**src/core/pwm_fault_consts.vh**
```
// Constants for the modulator fault and output control block
`ifndef PWM_FAULT_CONSTS_VH
`define PWM_FAULT_CONSTS_VH

// ---------------------------------------------------------------
// Sizes
// ---------------------------------------------------------------
`define CH_COUNT        6
`define PAIR_COUNT      3
`define SRC_COUNT       3
`define ADDR_W          8

// ---------------------------------------------------------------
// Register byte offsets
// ---------------------------------------------------------------
`define OFS_CONTROL     8'h00
`define OFS_FAULT_CTL   8'h04
`define OFS_FAULT_STAT  8'h08
`define OFS_IRQ_MASK    8'h0c
`define OFS_READBACK    8'h10
`define OFS_OFF_LEVEL   8'h14

// ---------------------------------------------------------------
// Fields
// ---------------------------------------------------------------
`define CTL_ENABLE_BIT  0
`define CTL_PAIR_LSB    1
`define FCTL_SRCEN_LSB  0
`define FCTL_AUTO_LSB   3
`define FSTAT_FLAG_LSB  0
`define FSTAT_LIVE_LSB  3
`define FSTAT_OFF_BIT   6

// ---------------------------------------------------------------
// Reset values
// ---------------------------------------------------------------
`define RST_CONTROL     4'h0
`define RST_SRC_EN      3'h7
`define RST_AUTO        3'h0
`define RST_FLAGS       3'h0
`define RST_MASK        3'h0
`define RST_OFF_LEVEL   6'h00
`define RST_PINS        6'h00

// ---------------------------------------------------------------
// Bus answers
// ---------------------------------------------------------------
`define RESP_OKAY       2'h0
`define RESP_SLVERR     2'h2
`define DATA_ZERO       32'h00000000

`endif

```
**src/core/axil_slave_port.v**
```verilog
// AXI4-Lite slave handshake that hands single-word accesses to the core
`timescale 1ns/1ps
`default_nettype none
`include "pwm_fault_consts.vh"

module axil_slave_port (
   // Clock and reset
   input  wire                 core_clk,
   input  wire                 sys_rst,
   // Write address and data
   input  wire                 awvalid,
   output reg                  awready,
   input  wire [`ADDR_W-1:0]   awaddr,
   input  wire                 wvalid,
   output reg                  wready,
   input  wire [31:0]          wdata,
   input  wire [3:0]           wstrb,
   // Write response
   output reg                  bvalid,
   input  wire                 bready,
   output reg  [1:0]           bresp,
   // Read address and data
   input  wire                 arvalid,
   output reg                  arready,
   input  wire [`ADDR_W-1:0]   araddr,
   output reg                  rvalid,
   input  wire                 rready,
   output reg  [31:0]          rdata,
   output reg  [1:0]           rresp,
   // Core side
   output wire                 wrEn,
   output reg  [`ADDR_W-1:0]   wrAddr,
   output reg  [31:0]          wrData,
   output reg  [3:0]           wrStrb,
   input  wire                 wrOk,
   output wire [`ADDR_W-1:0]   rdAddr,
   input  wire [31:0]          rdData,
   input  wire                 rdOk
);

   // Both halves held, response not yet out
   assign wrEn   = ~awready & ~wready & ~bvalid;
   assign rdAddr = araddr;

   always @(posedge core_clk) begin
      if (sys_rst) begin
         awready <= 1'b1;
         wready  <= 1'b1;
         bvalid  <= 1'b0;
         bresp   <= `RESP_OKAY;
         wrAddr  <= {`ADDR_W{1'b0}};
         wrData  <= `DATA_ZERO;
         wrStrb  <= 4'h0;
      end else begin
         if (awvalid && awready) begin
            awready <= 1'b0;
            wrAddr  <= awaddr;
         end
         if (wvalid && wready) begin
            wready <= 1'b0;
            wrData <= wdata;
            wrStrb <= wstrb;
         end
         if (wrEn) begin
            bvalid <= 1'b1;
            bresp  <= wrOk ? `RESP_OKAY : `RESP_SLVERR;
         end
         if (bvalid && bready) begin
            bvalid  <= 1'b0;
            awready <= 1'b1;
            wready  <= 1'b1;
         end
      end
   end

   // Reads have no side effects, so data is captured at address time
   always @(posedge core_clk) begin
      if (sys_rst) begin
         arready <= 1'b1;
         rvalid  <= 1'b0;
         rdata   <= `DATA_ZERO;
         rresp   <= `RESP_OKAY;
      end else begin
         if (arvalid && arready) begin
            arready <= 1'b0;
            rvalid  <= 1'b1;
            rdata   <= rdOk ? rdData : `DATA_ZERO;
            rresp   <= rdOk ? `RESP_OKAY : `RESP_SLVERR;
         end
         if (rvalid && rready) begin
            rvalid  <= 1'b0;
            arready <= 1'b1;
         end
      end
   end

endmodule
`default_nettype wire

```
**src/core/pwm_fault_output_control.v**
```verilog
// Fault override and pin control for a six-output modulator
// ---------------------------------------------------------------
// What this block does
// A fault forces outputs off; only software or fault release returns them
// Fault control register selects automatic or software restart
// Per-source modes give cycle-by-cycle limiting or latched hard shutdown
// Automatic restart re-engages at period start if all faults are gone
// Software restart needs all faults gone and flags cleared by software
// Fault raises interrupt; status register names the causing source
// Fault to pin path is combinational, works with clock stopped
// In halt mode the modulator keeps running while enabled
// Software should clear the enable bit before halting to save power
// In stop mode outputs hold their last level
// Software should disable outputs before entering stop mode
// A fault during stop still forces outputs to their off level
// Readback register returns sampled levels of the output pins
// Pair with option bit clear leaves both pins undriven, usable as inputs
// Each source sets its own sticky flag until software clears it
// ---------------------------------------------------------------
`timescale 1ns/1ps
`default_nettype none
`include "pwm_fault_consts.vh"

module pwm_fault_output_control (
   // Clock and reset
   input  wire                   core_clk,
   input  wire                   sys_rst,
   // Register bus
   input  wire                   awvalid,
   output wire                   awready,
   input  wire [`ADDR_W-1:0]     awaddr,
   input  wire                   wvalid,
   output wire                   wready,
   input  wire [31:0]            wdata,
   input  wire [3:0]             wstrb,
   output wire                   bvalid,
   input  wire                   bready,
   output wire [1:0]             bresp,
   input  wire                   arvalid,
   output wire                   arready,
   input  wire [`ADDR_W-1:0]     araddr,
   output wire                   rvalid,
   input  wire                   rready,
   output wire [31:0]            rdata,
   output wire [1:0]             rresp,
   // Modulator core
   input  wire [`CH_COUNT-1:0]   modRaw,
   input  wire                   periodStart,
   // Power modes
   input  wire                   haltMode,
   input  wire                   stopMode,
   // Fault sources
   input  wire                   faultPin,
   input  wire                   faultCmp0,
   input  wire                   faultCmp1,
   // Output pins
   input  wire [`CH_COUNT-1:0]   pwmPinIn,
   output wire [`CH_COUNT-1:0]   pwmPinOut,
   output reg  [`CH_COUNT-1:0]   pwmPinOe,
   // Interrupt
   output reg                    faultIrq
);

   // ---------------------------------------------------------------
   // Registers and wires
   // ---------------------------------------------------------------
   reg                    modEnable_reg;
   reg  [`PAIR_COUNT-1:0] pairOption_reg;
   reg  [`SRC_COUNT-1:0]  srcEnable_reg;
   reg  [`SRC_COUNT-1:0]  autoRestart_reg;
   reg  [`SRC_COUNT-1:0]  faultFlag_reg;
   reg  [`SRC_COUNT-1:0]  faultFlag_next;
   reg  [`SRC_COUNT-1:0]  irqMask_reg;
   reg  [`CH_COUNT-1:0]   offLevel_reg;
   reg  [`CH_COUNT-1:0]   pinDrive_reg;
   reg  [`CH_COUNT-1:0]   pinDrive_next;
   reg  [`CH_COUNT-1:0]   readback_reg;
   reg  [`SRC_COUNT-1:0]  shutdown_reg;
   reg  [`SRC_COUNT-1:0]  shutdown_next;
   reg  [31:0]            rdWord;
   reg                    rdHit;
   reg                    wrHit;

   wire                   wrEn;
   wire [`ADDR_W-1:0]     wrAddr;
   wire [31:0]            wrData;
   wire [3:0]             wrStrb;
   wire [`ADDR_W-1:0]     rdAddr;
   wire [`SRC_COUNT-1:0]  faultRaw;
   wire [`SRC_COUNT-1:0]  faultLive;
   wire                   anyLive;
   wire                   forceOff;
   wire                   lowByteWr;
   wire [`SRC_COUNT-1:0]  flagClear;

   // ---------------------------------------------------------------
   // Bus slave
   // ---------------------------------------------------------------
   axil_slave_port busPort (
      .core_clk (core_clk),
      .sys_rst  (sys_rst),
      .awvalid  (awvalid),
      .awready  (awready),
      .awaddr   (awaddr),
      .wvalid   (wvalid),
      .wready   (wready),
      .wdata    (wdata),
      .wstrb    (wstrb),
      .bvalid   (bvalid),
      .bready   (bready),
      .bresp    (bresp),
      .arvalid  (arvalid),
      .arready  (arready),
      .araddr   (araddr),
      .rvalid   (rvalid),
      .rready   (rready),
      .rdata    (rdata),
      .rresp    (rresp),
      .wrEn     (wrEn),
      .wrAddr   (wrAddr),
      .wrData   (wrData),
      .wrStrb   (wrStrb),
      .wrOk     (wrHit),
      .rdAddr   (rdAddr),
      .rdData   (rdWord),
      .rdOk     (rdHit)
   );

   // Every field sits in the low byte, so only lane 0 matters
   assign lowByteWr = wrEn & wrStrb[0];

   always @* begin
      case (wrAddr)
         `OFS_CONTROL,
         `OFS_FAULT_CTL,
         `OFS_FAULT_STAT,
         `OFS_IRQ_MASK,
         `OFS_READBACK,
         `OFS_OFF_LEVEL: wrHit = 1'b1;
         default:        wrHit = 1'b0;
      endcase
   end

   // ---------------------------------------------------------------
   // Fault sources
   // ---------------------------------------------------------------
   assign faultRaw  = {faultCmp1, faultCmp0, faultPin};
   assign faultLive = faultRaw & srcEnable_reg;
   assign anyLive   = |faultLive;

   // No flop between a source and the pins: stopped clock still trips
   assign forceOff  = anyLive | (|shutdown_reg);

   // Off level per channel, otherwise last registered drive
   assign pwmPinOut = forceOff ? offLevel_reg : pinDrive_reg;

   // Write-one-to-clear strobe for the sticky flags
   assign flagClear = (lowByteWr && wrAddr == `OFS_FAULT_STAT) ?
                      wrData[`FSTAT_FLAG_LSB +: `SRC_COUNT] :
                      {`SRC_COUNT{1'b0}};

   // ---------------------------------------------------------------
   // Per-source latch, flag and restart
   // ---------------------------------------------------------------
   genvar s;
   generate
      for (s = 0; s < `SRC_COUNT; s = s + 1) begin : srcLogic
         always @* begin
            // Set wins over a clear in the same cycle
            faultFlag_next[s] = (faultFlag_reg[s] & ~flagClear[s])
                                | faultLive[s];
            shutdown_next[s]  = shutdown_reg[s];
            if (faultLive[s]) begin
               shutdown_next[s] = 1'b1;
            end else if (autoRestart_reg[s]) begin
               // Pulse-by-pulse limit: release on a clean period start
               if (periodStart && !anyLive) begin
                  shutdown_next[s] = 1'b0;
               end
            end else begin
               // Hard shutdown: held until software acknowledges
               if (!anyLive && !faultFlag_reg[s]) begin
                  shutdown_next[s] = 1'b0;
               end
            end
         end
      end
   endgenerate

   // ---------------------------------------------------------------
   // Output drive and pin enables
   // ---------------------------------------------------------------
   always @* begin
      // Halt mode is deliberately not looked at here
      if (modEnable_reg) begin
         pinDrive_next = modRaw;
      end else begin
         pinDrive_next = offLevel_reg;
      end
   end

   // Stop mode freezes the registered drive as a stopped clock would
   always @(posedge core_clk) begin
      if (sys_rst) begin
         pinDrive_reg <= `RST_OFF_LEVEL;
      end else if (!stopMode) begin
         pinDrive_reg <= pinDrive_next;
      end
   end

   // A fault while stopped still latches; only the release waits
   always @(posedge core_clk) begin
      if (sys_rst) begin
         shutdown_reg <= {`SRC_COUNT{1'b0}};
      end else if (stopMode) begin
         shutdown_reg <= shutdown_reg | faultLive;
      end else begin
         shutdown_reg <= shutdown_next;
      end
   end

   genvar p;
   generate
      for (p = 0; p < `PAIR_COUNT; p = p + 1) begin : pairLogic
         always @(posedge core_clk) begin
            if (sys_rst) begin
               pwmPinOe[2*p +: 2] <= 2'b00;
            end else if (!stopMode) begin
               pwmPinOe[2*p +: 2] <= {2{pairOption_reg[p]}};
            end
         end
      end
   endgenerate

   // ---------------------------------------------------------------
   // Status, readback and interrupt
   // ---------------------------------------------------------------
   always @(posedge core_clk) begin
      if (sys_rst) begin
         faultFlag_reg <= `RST_FLAGS;
         readback_reg  <= `RST_PINS;
         faultIrq      <= 1'b0;
      end else begin
         faultFlag_reg <= faultFlag_next;
         readback_reg  <= pwmPinIn;
         faultIrq      <= |(faultFlag_next & irqMask_reg);
      end
   end

   // ---------------------------------------------------------------
   // Software registers
   // ---------------------------------------------------------------
   always @(posedge core_clk) begin
      if (sys_rst) begin
         modEnable_reg   <= |(`RST_CONTROL & 4'h1);
         pairOption_reg  <= {`PAIR_COUNT{1'b0}};
         srcEnable_reg   <= `RST_SRC_EN;
         autoRestart_reg <= `RST_AUTO;
         irqMask_reg     <= `RST_MASK;
         offLevel_reg    <= `RST_OFF_LEVEL;
      end else if (lowByteWr) begin
         case (wrAddr)
            `OFS_CONTROL: begin
               modEnable_reg  <= wrData[`CTL_ENABLE_BIT];
               pairOption_reg <= wrData[`CTL_PAIR_LSB +: `PAIR_COUNT];
            end
            `OFS_FAULT_CTL: begin
               srcEnable_reg   <= wrData[`FCTL_SRCEN_LSB +: `SRC_COUNT];
               autoRestart_reg <= wrData[`FCTL_AUTO_LSB +: `SRC_COUNT];
            end
            `OFS_IRQ_MASK: begin
               irqMask_reg <= wrData[`SRC_COUNT-1:0];
            end
            `OFS_OFF_LEVEL: begin
               offLevel_reg <= wrData[`CH_COUNT-1:0];
            end
            default: begin
               modEnable_reg <= modEnable_reg;
            end
         endcase
      end
   end

   // ---------------------------------------------------------------
   // Read decode
   // ---------------------------------------------------------------
   always @* begin
      rdWord = `DATA_ZERO;
      rdHit  = 1'b1;
      case (rdAddr)
         `OFS_CONTROL: begin
            rdWord[`CTL_ENABLE_BIT] = modEnable_reg;
            rdWord[`CTL_PAIR_LSB +: `PAIR_COUNT] = pairOption_reg;
         end
         `OFS_FAULT_CTL: begin
            rdWord[`FCTL_SRCEN_LSB +: `SRC_COUNT] = srcEnable_reg;
            rdWord[`FCTL_AUTO_LSB +: `SRC_COUNT]  = autoRestart_reg;
         end
         `OFS_FAULT_STAT: begin
            rdWord[`FSTAT_FLAG_LSB +: `SRC_COUNT] = faultFlag_reg;
            rdWord[`FSTAT_LIVE_LSB +: `SRC_COUNT] = faultLive;
            rdWord[`FSTAT_OFF_BIT] = forceOff;
         end
         `OFS_IRQ_MASK: begin
            rdWord[`SRC_COUNT-1:0] = irqMask_reg;
         end
         `OFS_READBACK: begin
            rdWord[`CH_COUNT-1:0] = readback_reg;
         end
         `OFS_OFF_LEVEL: begin
            rdWord[`CH_COUNT-1:0] = offLevel_reg;
         end
         default: begin
            rdHit = 1'b0;
         end
      endcase
   end

   // Halt is an input for completeness; running on is the intended effect
   wire haltUnused = haltMode;

endmodule
`default_nettype wire

```
**config.mk**
```make
export PLATFORM = sky130hd
export DESIGN_NAME = pwm_fault_output_control
export DESIGN_NICKNAME = d
export VERILOG_FILES = /design/src/core/axil_slave_port.v /design/src/core/pwm_fault_output_control.v
export VERILOG_INCLUDE_DIRS = /design/src /design/src/core
export SDC_FILE = /design/constraint.sdc
export NUM_CORES = 1
export LEC_CHECK = 0
export BUFFER_PORTS_ARGS = -buffer_cell sky130_fd_sc_hd__buf_4
export CORE_ASPECT_RATIO = 1.2
export CORE_MARGIN = 8
export CORE_UTILIZATION = 25
export DETAILED_ROUTE_END_ITERATION = 10
export GPL_TIMING_DRIVEN = 0
export PLACE_DENSITY = 0.49
export REMOVE_ABC_BUFFERS = 1
export SLEW_MARGIN = 15
export SYNTH_ARGS = -nofsm -noshare
export SYNTH_HDL_FRONTEND = slang
export SYNTH_SLANG_ARGS = --single-unit
```
**constraint.sdc**
```tcl
create_clock -name core_clk -period 6 [get_ports core_clk]
set_input_delay 0.6 -clock core_clk [delete_from_list [all_inputs] [get_ports core_clk]]
set_output_delay 0.6 -clock core_clk [all_outputs]
set_load 0.02 [all_outputs]
```
==> metrics list, run 1 <==
* Crit. Startpoint: faultCmp1
- Counting I/O delays and the setup requirement, the final critical path takes 2.56 ns.
- Simple-Gate Fraction of Synth Area: 0.202
* Cell at the slowest stage of the critical path: sky130_fd_sc_hd__mux2_1
- The critical path in this run is classified as primary input to output port.
- The initial utilization of the core area, before any placement, comes to 0.252.
- Highest attainable clock frequency: 390 MHz
* Wire length of the first global-routing pass: 13600 um
- Crit share post-route: 0.427
- The number of global-route vias before repair came to 2648.
- The register with the most flip-flops in the layout has 8 of them.
* Endpoint required time on the critical path: 5.40 ns
- Run status: complete, no violations
* Hold Path Origin: busPort.wrAddr[6]
* Number of DRC markers after the initial detailed-route iteration: 122
- Unrepaired setup endpoints after global routing: no
- After routing, the total negative slack on setup checks comes to 0 ns.
- Of all nets on the critical path, the largest fanout is 7.
* Count of placed standard cells in the final layout, fillers left out: 588
- Distinct cell type count of the synthesized netlist: 44
- Global router's overall resource usage: 0.102
* Number of I/O pins: 131
- Of the total synthesized cell area, the portion taken by full adders, half adders and majority gates is 0.
- The complex-gate fraction of the synthesized area is 0.139.
* Via density: 4.56
- TritonCTS clock tree: done
- After filler insertion, the fill cell instance count of the layout stands at 1406.
- STA classifies the critical path startpoint as a primary input.
- Measured along the y axis, the die boundary spans 141 um.
* Crit path arrival time: 1.96 ns
- In the final layout, the share of cells above drive strength 1 is 0.260.
* Fraction of synthesized area in multiplexers: 0.130
- The worst-case IR drop observed on VDD is 0.100 mV.
* Number of warnings reported in the yosys synthesis log: 0
- Headroom to the max-slew limit: 0.555
- The clock reaches the later pin of the worst-skew pair after 0.33 ns.
- Area occupied by multi-input gates: 1650 sq um
- Clock-pin slew was measured on the worst setup and hold paths at 0.05 ns.
- After technology mapping, the gate count stands at 355.
* FF/Latch Area: 1400 sq um
- Chain of cells forming the critical path: buf_4 > nand2_1 > nand4_1 > mux2_1 > buf_4
* Antenna Nets Post-Route: 0
- Final setup vio count: 0
- The critical path contains buffers and inverters numbering 2 combined.
- Largest clock skew in the final design: 0.00685 ns
- Average wire per cell in the routed design: 14.9 um
- Of the total synthesized cell area, the portion taken by XOR and XNOR cells is 0.00267.
- Entering global routing, the biggest net connects 65 pins.
- The startpoint identified for the worst register-to-register timing path is busPort.awready.
- After synthesis, the largest family of logic cells by area is simple AND/OR/NAND/NOR gates.
- Endpoints failing hold: 0
- Root Buffer Master: sky130_fd_sc_hd__clkbuf_16
- Post-Route WL: 8750 um
* Last weighted congestion value of the routability-driven placer: 0.739
- The die is 121 um wide.
* Internal power: 0.856 mW
- In this run, synthesis produced a sequential element count of 70.
* Largest incremental delay on the critical path: 0.47 ns
- The region available for standard cell placement spans 13000 sq um.
- Count of placed standard cells including taps: 573
- H-tree lvl count: 3
- Register containing the most flip-flops in the final layout: busPort.wrAddr
* Detailed Place HPWL: 6560 um
- The share of total power dissipated in combinational logic is 0.101.
- Switching power of the nets: 0.275 mW
* Worst path top cell family by delay: simple AND/OR/NAND/NOR gates
* Least-Margin Pin Slew: 0.667 ns
- Counting along the longest clock path gives a buffer depth of 2.
- Of the total power, the share spent switching nets is 0.243.
- The worst hold path belongs to the class flop to flop.
* Clock network power share: 0.460
- Power share of the sequential group: 0.439
- Overall die area: 17000 sq um
- Post-CTS timing repair inserted 0 buffers for setup.
- PwrDens: 275 nW/um^2
* Post-Synthesis Cell Area: 3280 sq um
- Max capacitance violation total: 0
- Fraction of the yosys area taken by sequential cells: 0.427
- 0 antenna diodes ended up in the layout.
* Port Buf Inserts: 73
* Final core utilization: 0.317
- Site Rows: 46
* Number of sinks handled by clock tree synthesis: 70
* Remaining DRCs: 0
* Mean area per synthesized cell: 9.23 sq um
* Antenna violations before repair: 0
* Final Slew Violations: 0
- Nets: 493
* Via total after detailed routing: 2683
* Crit-path most repeated cell: sky130_fd_sc_hd__buf_4
- First-pass DRT Iterations: 4
- Synthesis-to-layout area growth: 25.6%
- Crit end category: output port
- Pleak: 1.63 nW
* Final global-route overflow total: 0
* Worst hold slack: 0.461 ns
* Number of gates resized after cts: 0
- Total clock buffers created by CTS: 9
- Hold repair after CTS inserted 0 buffers.
- The largest registers in the layout are busPort.wrAddr (8), busPort.rdata (7).
-- layer usage --
metal	vias to the layer above	track usage	routed length, um
met5	-	0	0
met1	1279	0.113	3620
met4	0	0.0494	147
li1	1325	-	-
met2	70	0.179	4460
met3	9	0.0235	526
-- cell type report --
class                           count  share of cell area
Clock buffer                       11              0.0589
Clock inverter                      4              0.0115
Inverter                            4             0.00365
Multi-Input combinational cell    258               0.401
Sequential cell                    70               0.340
Tap cell                          168              0.0510
Timing Repair Buffer               73               0.133
-- logic make-up after synthesis --
family / after synthesis
simple gates: 116
xor+xnor: 1
other cells: 1
buf+inv: 53
flops: 70
mux: 41
compound gates: 73
-- power by group through the flow --
| stage | clock network [mW] | logic (mW) | registers (mW) |
|---|---|---|---|
| 2_1_floorplan | 0 | 0.0582 | 0.505 |
| 4_1_cts | 0.533 | 0.115 | 0.496 |
| 3_5_place_dp | 0 | 0.115 | 0.506 |
| 6_report | 0.520 | 0.114 | 0.496 |
| 5_1_grt | 0.551 | 0.125 | 0.499 |
| 3_3_place_gp | 0 | 0.114 | 0.505 |
-- worst register-to-register path: cells and delay by family (launching register included) --
| kind | cells | cell delay (ns) |
|---|---|---|
| and+or+nand+nor | 3 | 1.41 |
| DFF | 1 | 0.41 |
| AOI/OAI and AO/OA | 1 | 0.28 |
-- cell usage in the layout (no fill, tap or decap), drive strengths merged, types with 11 or more instances in the layout --
cell type and n:
mux2i 29, dfxtp 70, mux2 12, nor2b 12, a21oi 36, nand3 15
clkbuf 11, nor2 39, nand2 23, conb 27, buf 73
-- cells in the mapped netlist (all sizes together) --
| library cell | count | area [sq um] |
|---|---|---|
| a2111oi | 1 | 8.76 |
| a21oi | 36 | 180 |
| or4 | 2 | 18.8 |
| or2 | 3 | 18.8 |
| or3 | 1 | 6.26 |
| nand4b | 3 | 26.3 |
| nor3 | 2 | 10.0 |
| or4b | 1 | 10.0 |
| mux2 | 12 | 135 |
| o21ai | 6 | 30.0 |
| and4b | 1 | 10.0 |
| and2 | 3 | 18.8 |
| nor2 | 39 | 146 |
| xnor2 | 1 | 8.76 |
| a211oi | 1 | 7.51 |
| nand4 | 2 | 12.5 |
| mux2i | 29 | 290 |
| dfxtp | 70 | 1400 |
| o22ai | 6 | 37.5 |
| conb | 1 | 3.75 |
| a311oi | 1 | 8.76 |
| buf | 34 | 250 |
| a22oi | 5 | 37.5 |
| nand3 | 15 | 75.1 |
| nor2b | 12 | 75.1 |
| a31oi | 3 | 18.8 |
| a32o | 2 | 20.0 |
| clkbuf | 15 | 56.3 |
| inv | 4 | 15.0 |
| a211o | 3 | 26.3 |
| a221o | 1 | 10.0 |
| nor4 | 6 | 119 |
| or4bb | 2 | 22.5 |
| a22o | 4 | 35.0 |
| a2bb2oi | 4 | 35.0 |
| nand2 | 23 | 86.3 |
| nand2b | 1 | 6.26 |
-- through the flow --
step	worst slack [ns]	total power, mW	cell area, sq um
2_1_floorplan	3.94	0.563	3070
3_3_place_gp	3.42	0.619	3830
3_5_place_dp	3.42	0.621	3830
4_1_cts	3.41	1.14	4120
5_1_grt	3.37	1.17	4120
6_report	3.44	1.13	4120
-- final timing paths --
kind / endpoint / slack [ns] / cells after the start
max: pwmPinOut[0] / 3.44 / 5
min: busPort.wrAddr[6] / 0.46 / 2
max reg2reg: srcEnable_reg[1] / 3.78 / 4
min reg2reg: busPort.wrAddr[6] / 0.46 / 2
No activity file was read; power rests on OpenSTA's default activity.
==> run 2, diff against run 1 <==
--- a/config.mk
+++ b/config.mk
@@ -12,7 +12,7 @@
 export CORE_UTILIZATION = 25
 export DETAILED_ROUTE_END_ITERATION = 10
 export GPL_TIMING_DRIVEN = 0
-export PLACE_DENSITY = 0.49
+export PLACE_DENSITY = 0.5
 export REMOVE_ABC_BUFFERS = 1
 export SLEW_MARGIN = 15
 export SYNTH_ARGS = -nofsm -noshare
==> constraint.sdc (replaced) <==
create_clock -name core_clk -period 2.3 [get_ports core_clk]
set_input_delay 0.23 -clock core_clk [delete_from_list [all_inputs] [get_ports core_clk]]
set_output_delay 0.23 -clock core_clk [all_outputs]
set_load 0.02 [all_outputs]
==> metrics list, run 2 (synthesized netlist as in run 1, its figures left out) <==
- The flow ran to the end, and the final reports show no timing, DRC or antenna violations.
* Port Buf Inserts: 73 (unchanged)
- The post-route DRC violation count was 0 (unchanged).
- Via density: 4.52 (-1.0%)
* Leading cell type in the layout, fill and taps excluded: sky130_fd_sc_hd__buf_4
- The final standard cell utilization of the core was 0.318 (+0.00115).
- The post-CTS setup-driven buffer insertion count is 0 (unchanged).
- In the layout the commonest cells are sky130_fd_sc_hd__buf_4 (73), sky130_fd_sc_hd__dfxtp_1 (70), sky130_fd_sc_hd__nor2_1 (39).
* Headroom to the max-slew limit: 0.546 (-0.00965)
- Setup repair after global routing left no endpoint under its margin.
- In the final layout, the registers with the most flip-flops are busPort.wrAddr (8), busPort.rdata (7).
- Root Buffer Master: sky130_fd_sc_hd__clkbuf_16
- Global router's overall resource usage: 0.105 (+0.00315)
- Peak fanout along the critical path: 7 (unchanged)
- The setup TNS after final layout was 0 ns (unchanged).
* Fillcell total: 1396 (-0.71%)
- H-tree lvl count: 3 (unchanged)
- The starting utilization of the core area is 0.252 (unchanged).
* Met2 wire length: 4480 um (+0.52%)
* Detailed Place HPWL: 6550 um (-0.15%)
- Endpoints failing hold: 0 (unchanged)
- Class of the worst hold path: primary input to flop
- Of the available clock period, the critical path in the final layout requires 0.954.
* Final non-filler cell area: 4130 sq um (+0.36%)
* Total clock buffers created by CTS: 9 (unchanged)
* Last weighted congestion value of the routability-driven placer: 0.751 (+1.6%)
- The overall via count from detail_route came to 2655 (-1.0%).
- Post-Place Cell Area: 3830 sq um (unchanged)
- Endpoint required time on the critical path: 2.07 ns (-3.33 ns)
* Final global-route overflow total: 0 (unchanged)
- The number of violations of the max-capacitance limit was 0 (unchanged).
- Count of placed standard cells in the final layout, fillers left out: 588 (unchanged)
- The width of the die is 121 um (unchanged).
- Counting flops per register, the top entry is busPort.wrAddr.
- The violation count after the first detailed-routing iteration came to 108 (-11%).
- The worst supply voltage drop on vdd was 0.270 mV (+170%).
- Average wire per cell in the routed design: 15.0 um (+0.42%)
* Antenna Nets Post-Route: 0 (unchanged)
* Highest attainable clock frequency: 456 MHz
- The standby leakage power is 1.63 nW (+0.26%).
- The pin count of the biggest net entering global routing came to 65 (unchanged).
- PwrDens: 733 nW/um^2 (+170%)
* First-pass DRT Iterations: 4 (unchanged)
- Number of gates resized after cts: 0 (unchanged)
* Inserted Diodes: 0 (unchanged)
- Final Slew Violations: 0 (unchanged)
- Overall die area: 17000 sq um (unchanged)
- The number of rows in the core area was 46 (unchanged).
* Largest clock skew in the final design: 0.00505 ns (-0.00180 ns)
- The number of antenna violations at the first check in global routing was 0 (unchanged).
* Vias in the first global route: 2660 (+0.45%)
- The worst setup path is launched from a flop.
- Least-Margin Pin Slew: 0.682 ns (+0.0145 ns)
- CTS Hold Buffers Added: 0 (unchanged)
* Met1 Wirelength: 3750 um (+3.6%)
* Clock transition at path regs: 0.05 ns (about the same)
- The clock network latency to the later pin of the worst-skew pair is 0.33 ns (about the same).
* Routed wire length on met3: 408 um (-22%)
- TritonCTS built the clock tree.
* Number of sinks handled by clock tree synthesis: 70 (unchanged)
* Core box area: 13000 sq um (unchanged)
- Category of the most critical setup path: flop to output port
* Die Ht: 141 um (unchanged)
- Min Clock Period, post-route: 2.19 ns
- Count of placed standard cells including taps: 573 (unchanged)
- Flip-flop count of the largest register after layout: 8 (unchanged)
- The share of cells above drive strength 1 was 0.257 (-0.00238).
- Crit path arrival time: 1.96 ns (about the same)
* Nets: 493 (unchanged)
* Final setup vio count: 0 (unchanged)
- Post-Route WL: 8790 um (+0.42%)
- The boundary pin count came to 131 (unchanged).
- Wire length of the first global-routing pass: 14100 um (+3.4%)
- The largest buffer count on any clock path came to 2 (unchanged).
- Crit end category: output port
* DR top layer: met4
- The area growth from synthesis to layout is 26.1%.
==> run 2: cell types whose count changed in the layout (fill, tap and decap cells not counted) <==
cell,before,now
sky130_fd_sc_hd__clkbuf_1,1,2
sky130_fd_sc_hd__clkbuf_8,1,0
sky130_fd_sc_hd__bufinv_16,1,2
sky130_fd_sc_hd__clkinv_2,2,1
==> run 2: metrics by stage <==
step | hold WS (ns) | setup slack [ns] | power, mW
6_report | 0.0981 | 0.105 | 3.03
5_1_grt | 0.110 | 0.0162 | 3.15
4_1_cts | 0.0817 | 0.0902 | 3.07
3_5_place_dp | 0.436 | 0.107 | 1.62
3_3_place_gp | 0.434 | 0.145 | 1.61
2_1_floorplan | 0.299 | 0.286 | 1.47
==> run 2: metal layers <==
layer | vias to the layer above | track usage
li1 | 1325 | -
met1 | 1259 | 0.121
met2 | 61 | 0.179
met3 | 10 | 0.0243
met4 | 0 | 0.0514
met5 | - | 0
==> run 2: worst max-delay path, cell delays in order, from the launching register on <==
cell	delay, ns
sky130_fd_sc_hd__dfxtp_1	0.34
sky130_fd_sc_hd__nand2_1	0.19
sky130_fd_sc_hd__nand4_1	0.46
sky130_fd_sc_hd__mux2_1	0.48
sky130_fd_sc_hd__buf_4	0.16
==> run 2: layout make-up <==
type	count	area, sq um	share of cell area
Inverter	4	15.0	0.00363
Clock inverter	4	72.6	0.0176
Tap cell	168	210	0.0509
Sequential cell	70	1400	0.339
Multi-Input combinational cell	258	1650	0.400
Clock buffer	11	233	0.0563
Timing Repair Buffer	73	548	0.133
==> run 2: worst paths after layout <==
path	to	cells after the start	start	slack, ns
worst max-delay path	pwmPinOut[0]	4	srcEnable_reg[2]	0.11
worst min-delay path	busPort.arready	2	arvalid	0.1
worst max register to register	faultIrq	4	busPort.awready	0.18
worst min register to register	busPort.wrAddr[6]	2	busPort.wrAddr[6]	0.46
==> run 2: power breakdown <==
group          internal [mW]  switching [mW]
registers               1.25          0.0416
logic                  0.123           0.177
clock network          0.941           0.495
